<file path="config.mk">
export PLATFORM = sky130hd
export DESIGN_NAME = pwm_timebase_control
export DESIGN_NICKNAME = d
export VERILOG_FILES = /design/src/verilog/pwm_timebase_pkg.sv /design/src/verilog/sync_source_edge.sv /design/src/verilog/event_postscaler.sv /design/src/verilog/pwm_timebase_control.sv
export SDC_FILE = /design/constraint.sdc
export NUM_CORES = 1
export LEC_CHECK = 0
export ABC_CLOCK_PERIOD_IN_PS = 2500
export BUFFER_PORTS_ARGS = -buffer_cell sky130_fd_sc_hd__buf_2
export CAP_MARGIN = 15
export CORE_UTILIZATION = 44
export DETAILED_ROUTE_END_ITERATION = 10
export MAX_ROUTING_LAYER = met4
export PLACE_DENSITY = 0.72
export SETUP_SLACK_MARGIN = 0.4
export SLEW_MARGIN = 20
export SYNTH_ARGS = -nofsm -noshare
export SYNTH_HDL_FRONTEND = slang
export SYNTH_HIERARCHICAL = 1
export SYNTH_SLANG_ARGS = --single-unit
</file>
<file path="constraint.sdc">
create_clock -name pclk -period 2.5 [get_ports pclk]
set_input_delay 0.25 -clock pclk [delete_from_list [all_inputs] [get_ports pclk]]
set_output_delay 0.25 -clock pclk [all_outputs]
set_load 0.01 [all_outputs]
</file>
<file path="src/verilog/pwm_timebase_pkg.sv">
// constants shared by the primary time base control block and its helpers
package pwm_timebase_pkg;

  // bus geometry
  localparam int unsigned ADDR_W = 8;
  localparam int unsigned DATA_W = 32;
  localparam int unsigned CTRL_W = 16;

  // register byte offsets, one aligned word each
  localparam logic [7:0] OFF_CONTROL = 8'h00;
  localparam logic [7:0] OFF_PERIOD = 8'h04;
  localparam logic [7:0] OFF_COUNT = 8'h08;
  localparam logic [7:0] OFF_SEVT_CMP = 8'h0c;
  localparam logic [7:0] OFF_IRQ_STATUS = 8'h10;
  localparam logic [7:0] OFF_IRQ_ENABLE = 8'h14;
  localparam logic [7:0] OFF_IRQ_CLEAR = 8'h18;

  // control register field positions
  localparam int unsigned BIT_MODULE_ON = 15;
  localparam int unsigned BIT_UNUSED = 14;
  localparam int unsigned BIT_IDLE_HALT = 13;
  localparam int unsigned BIT_SE_PENDING = 12;
  localparam int unsigned BIT_SE_IRQ_EN = 11;
  localparam int unsigned BIT_IMM_LOAD = 10;
  localparam int unsigned BIT_SYNC_POL = 9;
  localparam int unsigned BIT_SYNC_OE = 8;
  localparam int unsigned BIT_EXT_SYNC = 7;
  localparam int unsigned SRC_LSB = 4;
  localparam int unsigned SRC_W = 3;
  localparam int unsigned PS_LSB = 0;
  localparam int unsigned PS_W = 4;

  // bits that software may write in the control register
  localparam logic [15:0] CONTROL_WMASK = 16'hafff;

  // values after reset
  localparam logic [15:0] CONTROL_RST = 16'h0000;
  localparam logic [15:0] PERIOD_RST = 16'h0000;
  localparam logic [15:0] SEVT_CMP_RST = 16'h0000;
  localparam logic [2:0] IRQ_RST = 3'h0;

  // interrupt status layout
  localparam int unsigned IRQ_W = 3;
  localparam int unsigned IRQ_BOUNDARY = 0;
  localparam int unsigned IRQ_SPECIAL = 1;
  localparam int unsigned IRQ_SYNC = 2;

endpackage : pwm_timebase_pkg

</file>
<file path="src/verilog/sync_source_edge.sv">
// selects one sync input, applies polarity and flags its asserting edge
`timescale 1ns/10ps
module sync_source_edge
  import pwm_timebase_pkg::*;
#(
  parameter int unsigned SRC_N = 8
) (
  input wire logic pclk,
  input wire logic presetn,
  input wire logic [SRC_N-1:0] sync_sources,
  input wire logic [SRC_W-1:0] select,
  input wire logic invert,
  output logic sync_pulse
);

  // registered state of the edge detector
  typedef struct packed {
    logic level;  // asserted level seen last cycle
    logic pulse;  // one-cycle edge flag
  } edge_state_s;

  edge_state_s s;
  edge_state_s n;
  logic active;  // selected source at its active level

  // next state: detect a fresh assertion of the selected source
  always_comb begin
    n = s;
    active = 1'b0;
    if (32'(select) < SRC_N) begin
      active = sync_sources[select] ^ invert;
    end
    n.level = active;
    n.pulse = active & ~s.level;
  end

  // state register
  always_ff @(posedge pclk or negedge presetn) begin
    if (!presetn) begin
      s <= '0;
    end else begin
      s <= n;
    end
  end

  assign sync_pulse = s.pulse;

endmodule : sync_source_edge

</file>
<file path="src/verilog/event_postscaler.sv">
// passes one of every (ratio + 1) input events
`timescale 1ns/10ps
module event_postscaler
  import pwm_timebase_pkg::*;
(
  input wire logic pclk,
  input wire logic presetn,
  input wire logic clear,
  input wire logic event_in,
  input wire logic [PS_W-1:0] ratio,
  output logic event_out
);

  // registered state of the divider
  typedef struct packed {
    logic [PS_W-1:0] count;  // events seen since last output
    logic out;               // one-cycle output flag
  } ps_state_s;

  ps_state_s s;
  ps_state_s n;

  // next state: count events, emit on the selected one
  always_comb begin
    n = s;
    n.out = 1'b0;
    if (clear) begin
      // disabled module restarts the division
      n.count = '0;
    end else if (event_in) begin
      if (s.count >= ratio) begin
        n.count = '0;
        n.out = 1'b1;
      end else begin
        n.count = s.count + 1'b1;
      end
    end
  end

  // state register
  always_ff @(posedge pclk or negedge presetn) begin
    if (!presetn) begin
      s <= '0;
    end else begin
      s <= n;
    end
  end

  assign event_out = s.out;

endmodule : event_postscaler

</file>
<file path="src/verilog/pwm_timebase_control.sv">
// primary pwm time base with its control register, apb slave and interrupt
`timescale 1ns/10ps
module pwm_timebase_control
  import pwm_timebase_pkg::*;
#(
  parameter int unsigned CNT_W = 16,
  parameter int unsigned SRC_N = 8
) (
  input wire logic pclk,
  input wire logic presetn,
  input wire logic psel,
  input wire logic penable,
  input wire logic pwrite,
  input wire logic [ADDR_W-1:0] paddr,
  input wire logic [DATA_W-1:0] pwdata,
  output logic [DATA_W-1:0] prdata,
  output logic pready,
  output logic pslverr,
  input wire logic cpu_idle,
  input wire logic [SRC_N-1:0] sync_sources,
  output logic sync_output_pin,
  output logic sync_output_en,
  output logic pwm_running,
  output logic period_boundary,
  output logic [CNT_W-1:0] count_value,
  output logic [CNT_W-1:0] active_period,
  output logic irq
);

  // register map, one aligned word per register, 16-bit values in the low bits
  //   control - enable, idle halt, pending view, mode bits, source, postscale
  //   period  - period written by software, copied to the active period
  //   count   - live time base count, read only
  //   compare - count value that raises a special event
  //   status  - sticky boundary, special event and external sync bits
  //   enable  - per-bit interrupt enables, same layout as status
  //   clear   - write ones to drop status bits, reads zero
  // offsets are byte addresses, all multiples of four
  // upper bus bits read zero and are ignored on writes
  // an address outside the map answers with an error and changes nothing

  // all registered state of the block
  typedef struct packed {
    logic [CTRL_W-1:0] control;    // software control bits
    logic [CNT_W-1:0] period;      // period written by software
    logic [CNT_W-1:0] active;      // period the counter compares against
    logic [CNT_W-1:0] count;       // time base count
    logic [CNT_W-1:0] sevt_cmp;    // special event compare value
    logic [IRQ_W-1:0] irq_status;  // sticky event bits
    logic [IRQ_W-1:0] irq_en;      // interrupt enables
    logic [DATA_W-1:0] rdata;      // read data held for the access phase
    logic sync_out;                // sync output level
    logic boundary;                // cycle boundary flag
  } tb_state_s;

  tb_state_s s;
  tb_state_s n;

  // decoded control fields
  logic module_on;
  logic idle_halt;
  logic se_irq_en;
  logic imm_load;
  logic sync_pol;
  logic sync_oe;
  logic ext_sync_en;
  logic [SRC_W-1:0] src_sel;
  logic [PS_W-1:0] postscale;

  // time base events
  logic run;          // counter advances this cycle
  logic wrap;         // counter reached active period
  logic ext_restart;  // external sync restarts the count
  logic sevt_hit;     // special event compare match
  logic sync_pulse;   // asserting edge of the selected sync input
  logic se_event;     // postscaled special event

  // bus decode
  logic setup_rd;   // read in its setup cycle
  logic access_wr;  // write in its access cycle
  logic [IRQ_W-1:0] irq_set;
  logic [IRQ_W-1:0] irq_clr;
  logic [IRQ_W-1:0] irq_gate;

  // true when the address hits the given register
  function automatic logic addr_hit(input logic [ADDR_W-1:0] a, input logic [7:0] off);
    addr_hit = (a == off);
  endfunction : addr_hit

  // true when the address hits any mapped register
  function automatic logic addr_mapped(input logic [ADDR_W-1:0] a);
    addr_mapped = addr_hit(a, OFF_CONTROL) | addr_hit(a, OFF_PERIOD) | addr_hit(a, OFF_COUNT)
      | addr_hit(a, OFF_SEVT_CMP) | addr_hit(a, OFF_IRQ_STATUS) | addr_hit(a, OFF_IRQ_ENABLE)
      | addr_hit(a, OFF_IRQ_CLEAR);
  endfunction : addr_mapped

  // widen a counter-width value to the bus
  function automatic logic [DATA_W-1:0] widen(input logic [CNT_W-1:0] v);
    widen = DATA_W'(v);
  endfunction : widen

  // control fields taken straight from the register
  assign module_on = s.control[BIT_MODULE_ON];
  assign idle_halt = s.control[BIT_IDLE_HALT];
  assign se_irq_en = s.control[BIT_SE_IRQ_EN];
  assign imm_load = s.control[BIT_IMM_LOAD];
  assign sync_pol = s.control[BIT_SYNC_POL];
  assign sync_oe = s.control[BIT_SYNC_OE];
  assign ext_sync_en = s.control[BIT_EXT_SYNC];
  assign src_sel = s.control[SRC_LSB +: SRC_W];
  assign postscale = s.control[PS_LSB +: PS_W];

  // bus phases; the slave never waits
  assign setup_rd = psel & ~penable & ~pwrite;
  assign access_wr = psel & penable & pwrite;

  // the sync edge detector and the postscaler live in their own modules;
  // the postscaler is cleared while the module is off so every run starts
  // counting events from zero

  // selected sync input with polarity applied
  sync_source_edge #(
    .SRC_N(SRC_N)
  ) u_sync_edge (
    .pclk(pclk),
    .presetn(presetn),
    .sync_sources(sync_sources),
    .select(src_sel),
    .invert(sync_pol),
    .sync_pulse(sync_pulse)
  );

  // special events divided down before they raise the pending bit
  event_postscaler u_postscaler (
    .pclk(pclk),
    .presetn(presetn),
    .clear(~module_on),
    .event_in(sevt_hit),
    .ratio(postscale),
    .event_out(se_event)
  );

  // counter timing: with the module on and not halted the count steps once a
  // clock and returns to zero the clock after it equals the active period, so
  // one cycle lasts period plus one clocks
  // a selected sync edge is flagged one clock after the pin asserts and clears
  // the count on the next edge; software should keep the period a little longer
  // than the sync spacing so the sync, not the wrap, starts each cycle
  // halting in idle freezes the count (an honoured sync edge still clears it) and also holds back special events,
  // since a frozen count would otherwise match its compare every clock

  // time base qualifiers
  always_comb begin
    // counting needs the module on and, with idle-halt set, a busy cpu
    run = module_on & ~(idle_halt & cpu_idle);
    wrap = run & (s.count == s.active);
    // a sync edge is only honoured while external sync is enabled
    ext_restart = module_on & ext_sync_en & sync_pulse;
    sevt_hit = run & (s.count == s.sevt_cmp);
  end

  // status bits:
  //   boundary - every wrap or external restart
  //   special  - every postscaled compare match, mirrored as the pending bit
  //   sync     - every honoured external sync edge
  // a clear write that meets a new event in the same clock loses, so no
  // event is dropped by a late clear
  // the pending bit reads back set until software clears the status bit

  // interrupt sources and software clears
  always_comb begin
    irq_set = '0;
    irq_set[IRQ_BOUNDARY] = wrap | ext_restart;
    irq_set[IRQ_SPECIAL] = se_event;
    irq_set[IRQ_SYNC] = ext_restart;
    irq_clr = '0;
    if (access_wr && addr_hit(paddr, OFF_IRQ_CLEAR)) begin
      irq_clr = pwdata[IRQ_W-1:0];
    end
    // special event gated by its own enable in the control register
    irq_gate = s.irq_en;
    irq_gate[IRQ_SPECIAL] = s.irq_en[IRQ_SPECIAL] & se_irq_en;
  end

  // write side: writes land at the access edge with penable high; the
  // count and status registers have no write path, so writes to them are
  // simply dropped without an error
  // mode bits (immediate load, polarity, sync enables, source, postscale)
  // are safest changed with the module off; changing them while running
  // takes effect on the next clock with no attempt to smooth the switch
  // the enable, idle-halt and interrupt-enable bits may change at any time

  // next state of the whole block
  always_comb begin
    n = s;

    // register writes
    if (access_wr) begin
      if (addr_hit(paddr, OFF_CONTROL)) begin
        // pending and unimplemented bits keep their hardware value
        n.control = pwdata[CTRL_W-1:0] & CONTROL_WMASK;
      end
      if (addr_hit(paddr, OFF_PERIOD)) begin
        n.period = pwdata[CNT_W-1:0];
      end
      if (addr_hit(paddr, OFF_SEVT_CMP)) begin
        n.sevt_cmp = pwdata[CNT_W-1:0];
      end
      if (addr_hit(paddr, OFF_IRQ_ENABLE)) begin
        n.irq_en = pwdata[IRQ_W-1:0];
      end
    end

    // time base counter
    if (!module_on) begin
      // disabled module holds the count at zero
      n.count = '0;
    end else if (ext_restart) begin
      n.count = '0;
    end else if (wrap) begin
      n.count = '0;
    end else if (run) begin
      n.count = s.count + 1'b1;
    end else begin
      n.count = s.count;
    end
    n.boundary = wrap | ext_restart;

    // with immediate load the new period reaches the compare at the write
    // edge itself, so a period shorter than the current count lets the
    // count run on past it until the sixteen-bit wrap; buffered load avoids
    // that by waiting for the end of the cycle

    // active period load
    if (imm_load) begin
      // follows the written value in the same cycle it lands
      n.active = n.period;
    end else if (wrap || ext_restart || !module_on) begin
      // buffered until the cycle ends; a disabled module loads freely
      n.active = s.period;
    end else begin
      n.active = s.active;
    end

    // sticky status: a set in the clearing cycle wins
    n.irq_status = (s.irq_status & ~irq_clr) | irq_set;

    // the sync output idles at the inactive level of the chosen polarity and
    // shows one active clock per boundary; a disabled output sits low so the
    // pad sees a quiet line whatever the polarity

    // sync output marks each boundary at the chosen polarity
    if (sync_oe) begin
      n.sync_out = (wrap | ext_restart) ^ sync_pol;
    end else begin
      n.sync_out = 1'b0;
    end

    // read data is taken in the setup cycle and held in a register, so the
    // access phase needs no wait state and prdata stays put until the next
    // read setup; write setups leave it untouched

    // read data captured in the setup cycle
    if (setup_rd) begin
      n.rdata = '0;
      case (paddr)
        OFF_CONTROL: begin
          // pending bit reflects the hardware status
          n.rdata[CTRL_W-1:0] = s.control;
          n.rdata[BIT_SE_PENDING] = s.irq_status[IRQ_SPECIAL];
          n.rdata[BIT_UNUSED] = 1'b0;
        end
        OFF_PERIOD: begin
          n.rdata = widen(s.period);
        end
        OFF_COUNT: begin
          n.rdata = widen(s.count);
        end
        OFF_SEVT_CMP: begin
          n.rdata = widen(s.sevt_cmp);
        end
        OFF_IRQ_STATUS: begin
          n.rdata[IRQ_W-1:0] = s.irq_status;
        end
        OFF_IRQ_ENABLE: begin
          n.rdata[IRQ_W-1:0] = s.irq_en;
        end
        default: begin
          // clear register and holes read as zero
          n.rdata = '0;
        end
      endcase
    end
  end

  // reset values: everything zero, so the module comes up off, with the
  // sync output disabled and no interrupt; the count and active period
  // start at zero as well

  // single state register
  always_ff @(posedge pclk or negedge presetn) begin
    if (!presetn) begin
      s.control <= CONTROL_RST;
      s.period <= CNT_W'(PERIOD_RST);
      s.active <= CNT_W'(PERIOD_RST);
      s.count <= '0;
      s.sevt_cmp <= CNT_W'(SEVT_CMP_RST);
      s.irq_status <= IRQ_RST;
      s.irq_en <= IRQ_RST;
      s.rdata <= '0;
      s.sync_out <= 1'b0;
      s.boundary <= 1'b0;
    end else begin
      s <= n;
    end
  end

  // the slave is zero wait: pready is always high and every transfer ends in
  // its first access cycle; pslverr marks unmapped addresses only in the
  // access cycle, as the bus expects

  // bus answers: zero wait, error on unmapped addresses
  assign pready = 1'b1;
  assign pslverr = psel & penable & ~addr_mapped(paddr);
  assign prdata = s.rdata;

  // sync_output_en follows the enable bit directly so the pad driver changes
  // with the register, while the pin level follows one clock later

  // pins and status outputs
  assign sync_output_pin = s.sync_out;
  assign sync_output_en = sync_oe;
  assign pwm_running = module_on;
  assign period_boundary = s.boundary;
  assign count_value = s.count;
  assign active_period = s.active;

  // the special-event bit needs both its enable register bit and the
  // interrupt enable bit in the control register; the other sources use
  // their enable register bit alone

  // one level interrupt from enabled sticky bits
  assign irq = |(s.irq_status & irq_gate);

endmodule : pwm_timebase_control

</file>
==> flow_summary_export.csv, run 1 <==
group,metric,value,unit
sta,final.setup.worst_slack,0.3771,ns
floorplanning,rows,42,
placed_design,place_congestion,0.8488,
power,power.internal,2.717,mW
routing,detail-route-antenna-nets,0,
worst_setup_path,worstReg2RegStart,"count_value[9]$_DFFE_PN0P_",
cts,ctsHtreeMaxLevel,3,
sta,fin_setup_tns,0,ns
worst_setup_path,critical_path.startpoint,"count_value[9]$_DFFE_PN0P_",
synthesis,synth_edf_count,0,
routing,vias,4227,
cells_and_area,layout.cells.non_filler,793,
routing,dr.pass1.iters,5,
global_route,first_global_vias,4094,
synthesis,syn_area_per_cell,11.15,um2
sta,setup_viol_count_final,0,
placed_design,pre_cts_slack,0.1911,ns
global_route,antenna_found_initial,0,
sta,fin_crit,2.123,ns
global_route,grt_overflow,0,
cts,clkLatencyLatePin,0.35,ns
synthesis,yosys_warnings,6,
synthesis,synth-seq-cells,109,
synthesis,syn_inst,548,
floorplanning,dieArea,0.01436,mm2
worst_setup_path,cp.required,2.74,ns
synthesis,ys_seq_area_share,44.65,%
cells_and_area,drive_gt1_share,39.55,%
global_route,grt_start_max_net_pins,54,
global_route,grt_pass1_wl,22970,um
synthesis,netlist-cell-type-count,51,
worst_setup_path,critPathKind,"reg2reg",
floorplanning,coreArea,0.01340,mm2
synthesis,async_reset_ff_share,100.0,%
cells_and_area,syn2layout_area_growth,14.79,%
routing,dr.first_iter.drc_count,363,
worst_setup_path,crit_arrival,2.36,ns
cts,cts_tree,"built",
cts,cts_buffer_depth,2,
worst_setup_path,startpoint_type,"flop",
sta,fin_skew,0.007159,ns
sta,clock.fmax,0.4711,GHz
synthesis,synth_area_leaders,"dfrtp_1 45%, mux2_2 8.5%, buf_4 8.1%",
floorplanning,die_h,119.8,um
flow_run,cap_violations,0,
cts,numCtsBuffers,9,
synthesis,syn_area,0.006108,mm2
power,power.share.clock,41.9,%
cells_and_area,diodes,0,
routing,finalWirelength,14870,um
sta,fin_crit_sh,84.91,%
placed_design,post-place-cells,761,
cts,root_buffer,"clkbuf_16",
placed_design,place_hpwl,10610,um
global_route,globalRouteTotalUtil,21.88,%
cts,clk_pin_slew,0.07,ns
sta,rsz0062_at_grt,"yes",
worst_setup_path,cp-end-kind,"flop",
cts,cts.sinks,109,
cells_and_area,nFillCells,1146,
power,leakagePower,3.636,nW
synthesis,ys.flop_type,"dfrtp_1",
routing,wl_per_cell,18.75,um
power,combPwrFrac,7.1,%
power,p_seq_share,51.0,%
outcome,outcome,"finished clean",
synthesis,yosysTopAreaCell,"dfrtp_1",
power,p_per_area,505.1,mW/mm2
sta,relSlewSlack,46.33,%
placed_design,port_buffers,91,
power,ir_drop,371.7,uV
min_path,min-delay-start,"pwdata[4]",
worst_setup_path,path_max_fanout,4,
sta,hold_viol,0,
floorplanning,ios,125,
power,switching_share,23.29,%
routing,post-route-drc-count,0,
sta,worstMarginPinSlew,0.8031,ns
sta,drv_slew,0,
power,p_sw,824.8,uW
synthesis,synth_top_cell_area_share,44.65,%
min_path,hold_class,"in2reg",
floorplanning,die_w,119.8,um
floorplanning,initial_core_util,45.58,%
cells_and_area,nets,672,
routing,drt-vias-per-instance,5.330,
final timing paths:
path                                                       to  slack (ns)  depth (start not counted)
worst min register to register                s[38]$_DFF_PN0_        0.44                          1
worst max-delay path            active_period[15]$_DFFE_PN0P_        0.38                          6
max in group asynchronous               prdata[6]$_DFFE_PN0P_        1.37                          3
min in group asynchronous                   s[46]$_DFFE_PN0P_        0.50                          2
worst min-delay path                       s[108]$_DFFE_PN0P_        0.16                          2
worst max register to register  active_period[15]$_DFFE_PN0P_        0.38                          6
critical path, stage by stage, from the launching register on:
cell and delay (ns):
dfrtp_1 0.39, xor2_1 0.17, nor4_2 0.39, nand3_2 0.17, o211ai_4 0.31, mux2_4 0.33, mux2_4 0.25
metrics by stage:
| stage | hold WS, ns | util (%) | area, um2 | power, mW |
|---|---|---|---|---|
| 2_1_floorplan | -0.04559 | - | 6171 | 1.973 |
| 3_3_place_gp | 0.3421 | 48.04 | 6437 | 2.065 |
| 3_5_place_dp | 0.3563 | 48.04 | 6437 | 2.074 |
| 4_1_cts | 0.1552 | 51.33 | 6878 | 3.557 |
| 5_1_grt | 0.1590 | 52.32 | 7012 | 3.675 |
| 6_report | 0.1620 | 52.32 | 7012 | 3.542 |
per-layer routing:
layer	part of all wire, %	up-vias	global-route usage (%)
met4	1.9	0	7.344
met1	45	2088	31.48
met5	0	-	-
met2	47	166	31.68
li1	-	1949	-
met3	6.2	24	3.279
power by group through the flow:
stage / combinational, mW / sequential, mW / clock [mW]
2_1_floorplan: 0.141 / 1.83 / 0
3_3_place_gp: 0.227 / 1.84 / 0
3_5_place_dp: 0.234 / 1.84 / 0
4_1_cts: 0.245 / 1.80 / 1.51
5_1_grt: 0.275 / 1.81 / 1.59
6_report: 0.251 / 1.81 / 1.49
cells in the mapped netlist (all sizes together) (3+ instances only):
library cell and n:
a21oi 20, a221o 3, and3 3, buf 74, clkbuf 18, dfrtp 109
ha 6, inv 7, mux2 54, mux2i 19, mux4 16, nand2 46
nand2b 5, nand3 14, nand4 7, nor2 38, nor3 6, nor3b 4
nor4 6, o211ai 3, o21ai 18, xnor2 11, xor2 38
kinds of logic after synthesis:
logic type                 count (synthesis)  synth area share, %
xor gates and xnor gates                  49                7.026
muxes                                     89                19.46
and+or+nand+nor                          138                11.22
buffers and inverters                    100                10.47
DFF                                      109                44.65
adders and majority gates                  6                1.229
AOI/OAI and AO/OA                         55                5.817
other                                      2               0.1229
cell usage in the layout, fill, tap and decap left out, types with 17 or more instances in the layout:
| cell type | synthesis | routed |
|---|---|---|
| mux2i_1 | 19 | 19 |
| a21oi_1 | 20 | 20 |
| mux2_2 | 46 | 44 |
| buf_4 | 66 | 34 |
| buf_2 | 6 | 90 |
| conb_1 | 2 | 17 |
| dfrtp_1 | 109 | 102 |
| nand2_1 | 46 | 46 |
| o21ai_0 | 18 | 18 |
| nor2_1 | 37 | 37 |
| xor2_1 | 38 | 36 |
repair_timing:
item | in CTS | in global routing
gates cloned | 0 | 1
pin swaps | 6 | 10
endpoints found under the setup margin | 13 | 20
hold buffers | 1 | 0
buffers inserted | 9 | 5
resized for setup | 15 | 12
endpoints found under the hold margin | 51 | 0
state kept, by name (all words and copies together) (netlist names):
signal	count
s	41
prdata	16
idle_halt	1
sync_output_en	1
u_sync_edge/s	1
u_postscaler/s	4
sync_output_pin	1
u_sync_edge/sync_pulse	1
active_period	16
imm_load	1
ext_sync_en	1
period_boundary	1
postscale	4
pwm_running	1
count_value	16
irq_gate	2
u_postscaler/event_out	1
cell type report:
type,instances,area [um2],share of cell area (%)
well taps,176,220.2,3.141
clock buffers,11,252.7,3.605
repair buffers,130,812.0,11.58
inverters,8,30.03,0.4283
flip-flops and latches,109,2736,39.03
clock inverters,5,58.81,0.8387
multi-input cells,354,2902,41.38
Note: power is estimated with default switching activity, not from simulation.
==> run 2: changes to the inputs <==
--- a/config.mk
+++ b/config.mk
@@ -5,13 +5,13 @@
 export SDC_FILE = /design/constraint.sdc
 export NUM_CORES = 1
 export LEC_CHECK = 0
-export ABC_CLOCK_PERIOD_IN_PS = 2500
+export ABC_CLOCK_PERIOD_IN_PS = 1950
 export BUFFER_PORTS_ARGS = -buffer_cell sky130_fd_sc_hd__buf_2
 export CAP_MARGIN = 15
 export CORE_UTILIZATION = 44
 export DETAILED_ROUTE_END_ITERATION = 10
 export MAX_ROUTING_LAYER = met4
-export PLACE_DENSITY = 0.72
+export PLACE_DENSITY = 0.75
 export SETUP_SLACK_MARGIN = 0.4
 export SLEW_MARGIN = 20
 export SYNTH_ARGS = -nofsm -noshare
==> constraint.sdc (replaced) <==
create_clock -name pclk -period 1.95 [get_ports pclk]
set_input_delay 0.195 -clock pclk [delete_from_list [all_inputs] [get_ports pclk]]
set_output_delay 0.195 -clock pclk [all_outputs]
set_load 0.01 [all_outputs]
==> run 2 against run 1 <==
The flow now finishes with violations (setup timing). Non-clock buffer count is 42 higher. Setup slack worse by 0.60 ns. Final cell count is 5.2% higher. Flip-flop and latch count stayed put. Final area is 7.0% higher. Clock power is 16% higher. Core utilization is 3.6 points higher. Global-route usage is 0.88 points higher. Hold slack worse by 0.060 ns. Critical path type unchanged. Largest power group unchanged.
==> flow_summary_export.csv, run 2 (synthesis results as in run 1) <==
group,metric,value,unit
outcome,outcome,"complete, but fails checks",
outcome,violations,"setup timing",
sta,drv_slew,0,
cells_and_area,diodes,0,
global_route,globalRouteTotalUtil,22.76,%
global_route,grt_start_max_net_pins,40,
sta,relSlewSlack,42.33,%
global_route,busiest_layer,"met2",
floorplanning,die_w,119.8,um
cts,cts_tree,"built",
cells_and_area,final_cell_mix,"103 x dfrtp_1, 88 x buf_2, 58 x buf_4",
placed_design,port_buffers,91,
global_route,grtUsageMet2,34.50,%
routing,dr.first_iter.drc_count,265,
cells_and_area,nets,714,
routing,vias,4413,
cells_and_area,largest_register_ffs,41,
sta,worstMarginPinSlew,0.8629,ns
cts,root_buffer,"clkbuf_16",
cts,numCtsBuffers,9,
routing,wl_per_cell,18.44,um
floorplanning,rows,42,
cells_and_area,top_register,"s",
routing,post-route-drc-count,0,
sta,fin_setup_tns,-4.697,ns
routing,drt-vias-per-instance,5.291,
power,leakagePower,3.913,nW
routing,finalWirelength,15380,um
cells_and_area,final_common_cell,"dfrtp_1",
global_route,grtUsageMet1,31.03,%
sta,fin_skew,0.01240,ns
routing,dr.pass1.iters,4,
sta,fin_crit,2.172,ns
placed_design,post-place-cells,799,
global_route,antenna_found_initial,0,
worst_setup_path,path_max_fanout,4,
sta,setup_viol_count_final,36,
global_route,use_met3,4.610,%
routing,detail-route-antenna-nets,0,
power,ir_drop,335.7,uV
cells_and_area,syn2layout_area_growth,22.78,%
power,p_per_area,587.4,mW/mm2
floorplanning,initial_core_util,45.58,%
floorplanning,ios,125,
flow_run,cap_violations,0,
cells_and_area,fin_area,0.007500,mm2
placed_design,pre_cts_slack,-0.2940,ns
cts,cts_buffer_depth,2,
floorplanning,coreArea,0.01340,mm2
sta,hold_viol,0,
cells_and_area,drive_gt1_share,43.92,%
sta,clock.fmax,0.4605,GHz
global_route,first_global_vias,4356,
sta,hold_slack,0.1021,ns
cts,clkLatencyLatePin,0.36,ns
worst_setup_path,cp.required,2.19,ns
worst_setup_path,startpoint_type,"flop",
cts,cts.sinks,109,
placed_design,place_hpwl,11090,um
cells_and_area,layout.cells.non_filler,834,
worst_setup_path,cp-end-kind,"flop",
sta,fin_crit_sh,111.4,%
sta,rsz0062_at_grt,"yes",
worst_setup_path,critPathKind,"reg2reg",
floorplanning,dieArea,0.01436,mm2
cts,clk_pin_slew,0.07,ns
worst_setup_path,crit_arrival,2.41,ns
min_path,hold_class,"in2reg",
global_route,grt_overflow,0,
global_route,grt_pass1_wl,23940,um
cts,ctsHtreeMaxLevel,3,
placed_design,placed_area,0.006797,mm2
sta,final.setup.worst_slack,-0.2216,ns
placed_design,place_congestion,0.8642,
floorplanning,die_h,119.8,um
[run 2: where the power goes]
part / total (mW) / internal, mW / leakage [nW] / switching (mW)
logic: 0.365 / 0.158 / 2.28 / 0.208
registers: 2.31 / 2.29 / 1.50 / 0.0257
clock network: 1.73 / 0.899 / 0.133 / 0.829
total: 4.41 / 3.34 / 3.91 / 1.06
[run 2: area by class of cell]
class / count / area (um2)
clock buffer: 12 / 246.5
timing repair buffer: 172 / 1215
clock inverter: 3 / 22.52
multi-input combinational: 354 / 3030
inverter: 8 / 30.03
sequential: 109 / 2735
fill: 1119 / 5901
tap: 176 / 220.2
[run 2: worst paths after layout]
kind	start	to	slack (ns)	cells past startpoint
worst max-delay path	count_value[9]$_DFFE_PN0P_	active_period[14]$_DFFE_PN0P_	-0.22	9
worst min-delay path	pwdata[4]	s[108]$_DFFE_PN0P_	0.10	2
worst max register to register	count_value[9]$_DFFE_PN0P_	active_period[14]$_DFFE_PN0P_	-0.22	9
worst min register to register	u_postscaler/event_out$_DFF_PN0_	s[38]$_DFF_PN0_	0.44	1
max in group asynchronous	presetn	s[108]$_DFFE_PN0P_	1.00	3
min in group asynchronous	presetn	count_value[10]$_DFFE_PN0P_	0.34	2
[run 2: repair_timing]
action	CTS	global route
pin swaps	17	12
buffers inserted	7	12
endpoints found under the hold margin	32	0
endpoints found under the setup margin	57	62
resized for setup	47	24
hold buffers	1	0
[run 2: worst max-delay path, cell delays in order, from the launching register on]
cell	delay, ns
dfrtp_1	0.40
xor2_1	0.17
nor4_2	0.37
buf_4	0.19
nand3_4	0.08
o211ai_4	0.25
buf_4	0.16
buf_6	0.10
nor3b_1	0.05
a221o_1	0.28
[run 2: layer usage]
metal,wire [um],up-vias,part of all wire (%)
met1,6888,2227,45
met5,0,-,0
met2,7342,145,48
li1,-,2020,-
met4,290,0,1.9
met3,860,21,5.6
[run 2: metrics by stage]
stage          power, mW  utilization (%)
2_1_floorplan      2.532                -
4_1_cts            4.419            54.64
3_3_place_gp       2.678            50.72
3_5_place_dp       2.689            50.72
5_1_grt            4.542            55.97
6_report           4.405            55.97
==> run 3: changes to the inputs <==
--- a/config.mk
+++ b/config.mk
@@ -8,11 +8,10 @@
 export ABC_CLOCK_PERIOD_IN_PS = 1950
 export BUFFER_PORTS_ARGS = -buffer_cell sky130_fd_sc_hd__buf_2
 export CAP_MARGIN = 15
-export CORE_UTILIZATION = 44
+export CORE_UTILIZATION = 45
 export DETAILED_ROUTE_END_ITERATION = 10
 export MAX_ROUTING_LAYER = met4
-export PLACE_DENSITY = 0.75
-export SETUP_SLACK_MARGIN = 0.4
+export PLACE_DENSITY = 0.76
 export SLEW_MARGIN = 20
 export SYNTH_ARGS = -nofsm -noshare
 export SYNTH_HDL_FRONTEND = slang
==> run 3 against run 2 <==
The run still ends with setup timing left. First-iteration DRC count shrank 14%. Count of clock-buffer cells in the layout unchanged. Final area fell by 4.0%. Flip-flop and latch count unchanged. Fmax is 0.36% higher. Power decreased by 1.2%. Sequential share of layout area rose by 1.5 points.
==> flow_summary_export.csv, run 3 (synthesis results as in run 1) <==
group,metric,value,unit
placed_design,port_buffers,91,
worst_setup_path,startpoint_type,"flop",
cts,ctsHtreeMaxLevel,3,
global_route,antenna_found_initial,0,
sta,relSlewSlack,44.28,%
cells_and_area,final_common_cell,"dfrtp_1",
global_route,grt_start_max_net_pins,41,
cells_and_area,largest_register_ffs,41,
routing,wl_per_cell,17.92,um
sta,rsz0062_at_grt,"yes",
routing,post-route-drc-count,0,
outcome,violations,"setup timing",
floorplanning,initial_core_util,46.13,%
routing,detail-route-antenna-nets,0,
routing,dr.pass1.iters,4,
floorplanning,ios,125,
worst_setup_path,cp-end-kind,"flop",
power,power,4.354,mW
cts,cts.sinks,109,
sta,setup_viol_count_final,32,
power,ir_drop,369.6,uV
routing,drt-vias-per-instance,5.283,
sta,hold_slack,0.1108,ns
placed_design,place_congestion,0.8766,
global_route,first_global_vias,4316,
sta,clock.fmax,0.4621,GHz
routing,dr.first_iter.drc_count,227,
power,leakagePower,3.775,nW
cells_and_area,nets,699,
routing,finalWirelength,14690,um
routing,met1_length,6818,um
cells_and_area,diodes,0,
routing,dr.max_layer_used,"met4",
sta,worstMarginPinSlew,0.8337,ns
worst_setup_path,cp.required,2.18,ns
cells_and_area,post-route-util,54.36,%
sta,final.setup.worst_slack,-0.2138,ns
cells_and_area,drive_gt1_share,40.84,%
global_route,grt_pass1_wl,23540,um
floorplanning,die_h,118.5,um
sta,hold_viol,0,
global_route,globalRouteTotalUtil,22.48,%
outcome,outcome,"complete, but fails checks",
floorplanning,rows,42,
cts,cts_tree,"built",
cells_and_area,syn2layout_area_growth,17.84,%
floorplanning,dieArea,0.01404,mm2
floorplanning,die_w,118.5,um
flow_run,cap_violations,0,
cts,numCtsBuffers,9,
sta,fin_crit_sh,111.0,%
routing,vias,4332,
cts,cts_buffer_depth,2,
worst_setup_path,critPathKind,"reg2reg",
min_path,hold_class,"in2reg",
sta,fin_setup_tns,-2.830,ns
placed_design,place_hpwl,10940,um
routing,wl_met3,837,um
sta,fin_crit,2.164,ns
placed_design,placed_area,0.006783,mm2
cells_and_area,nFillCells,1134,
floorplanning,coreArea,0.01324,mm2
cells_and_area,fin_area,0.007198,mm2
global_route,grt_overflow,0,
cts,clk_pin_slew,0.07,ns
routing,wl_met2,6783,um
power,p_per_area,604.9,mW/mm2
cells_and_area,final_cell_mix,"105 x dfrtp_1, 90 x buf_2, 58 x buf_4",
worst_setup_path,path_max_fanout,3,
cts,root_buffer,"clkbuf_16",
sta,drv_slew,0,
cts,clkLatencyLatePin,0.35,ns
cells_and_area,top_register,"s",
sta,fin_skew,0.007049,ns
worst_setup_path,crit_arrival,2.40,ns
run 3: cell types whose count changed in the layout (fill, tap and decap cells not counted), sizes merged:
| cell | previous run | this run |
|---|---|---|
| buf | 171 | 156 |
| clkinvlp | 0 | 2 |
| clkinv | 4 | 3 |
run 3: routing by layer:
metal | up-vias | track usage, %
li1 | 1995 | -
met1 | 2172 | 31.54
met2 | 149 | 33.86
met3 | 16 | 3.234
met4 | 0 | 7.041
met5 | - | -
run 3: path summary, 6_finish.rpt:
| path | from | end | slack, ns | depth (start not counted) |
|---|---|---|---|---|
| setup / recovery | count_value[15]$_DFFE_PN0P_ | active_period[15]$_DFFE_PN0P_ | -0.21 | 6 |
| hold / removal | pwdata[12] | s[52]$_DFFE_PN0P_ | 0.11 | 2 |
| setup reg to reg | count_value[15]$_DFFE_PN0P_ | active_period[15]$_DFFE_PN0P_ | -0.21 | 6 |
| hold reg to reg | u_postscaler/event_out$_DFF_PN0_ | s[38]$_DFF_PN0_ | 0.45 | 1 |
| max in group asynchronous | presetn | s[47]$_DFFE_PN0P_ | 1.00 | 3 |
| min in group asynchronous | presetn | count_value[6]$_DFFE_PN0P_ | 0.37 | 2 |
run 3: per-stage QoR:
| step | std cells | setup slack, ns |
|---|---|---|
| detailed placement | 798 | -0.2761 |
| finish | 820 | -0.2138 |
| floorplan | 563 | -0.03952 |
| global route | 820 | -0.2328 |
| global placement | 798 | -0.1755 |
| CTS | 817 | -0.1268 |
run 3: final cells by class:
cell class	instances	area, um2	area share, %
clock buffer	12	236.5	3.285
clock inverter	4	25.02	0.3476
inverter	8	30.03	0.4172
multi-input combinational	354	2898	40.26
sequential	109	2733	37.96
tap	176	220.2	3.059
timing repair buffer	157	1056	14.67
run 3: where the power goes:
group | internal [mW] | leakage, nW | switching (mW)
Sequential | 2.29 | 1.50 | 0.0256
Clock | 0.865 | 0.123 | 0.824
Combinational | 0.152 | 2.15 | 0.201
Total | 3.30 | 3.78 | 1.05
run 3: what timing repair did:
action / in CTS / in global routing
resized for setup: 6 / 17
pin swaps: 8 / 10
endpoints found under the hold margin: 38 / 0
hold buffers: 1 / 0
setup endpoints to repair: 39 / 39
buffers inserted: 2 / 5
run 3: critical path: stages, from the launching register on:
cell	delay, ns
dfrtp_2	0.42
xor2_1	0.17
nor4_2	0.33
nand3_1	0.22
o211ai_4	0.31
mux2_4	0.33
mux2_4	0.26
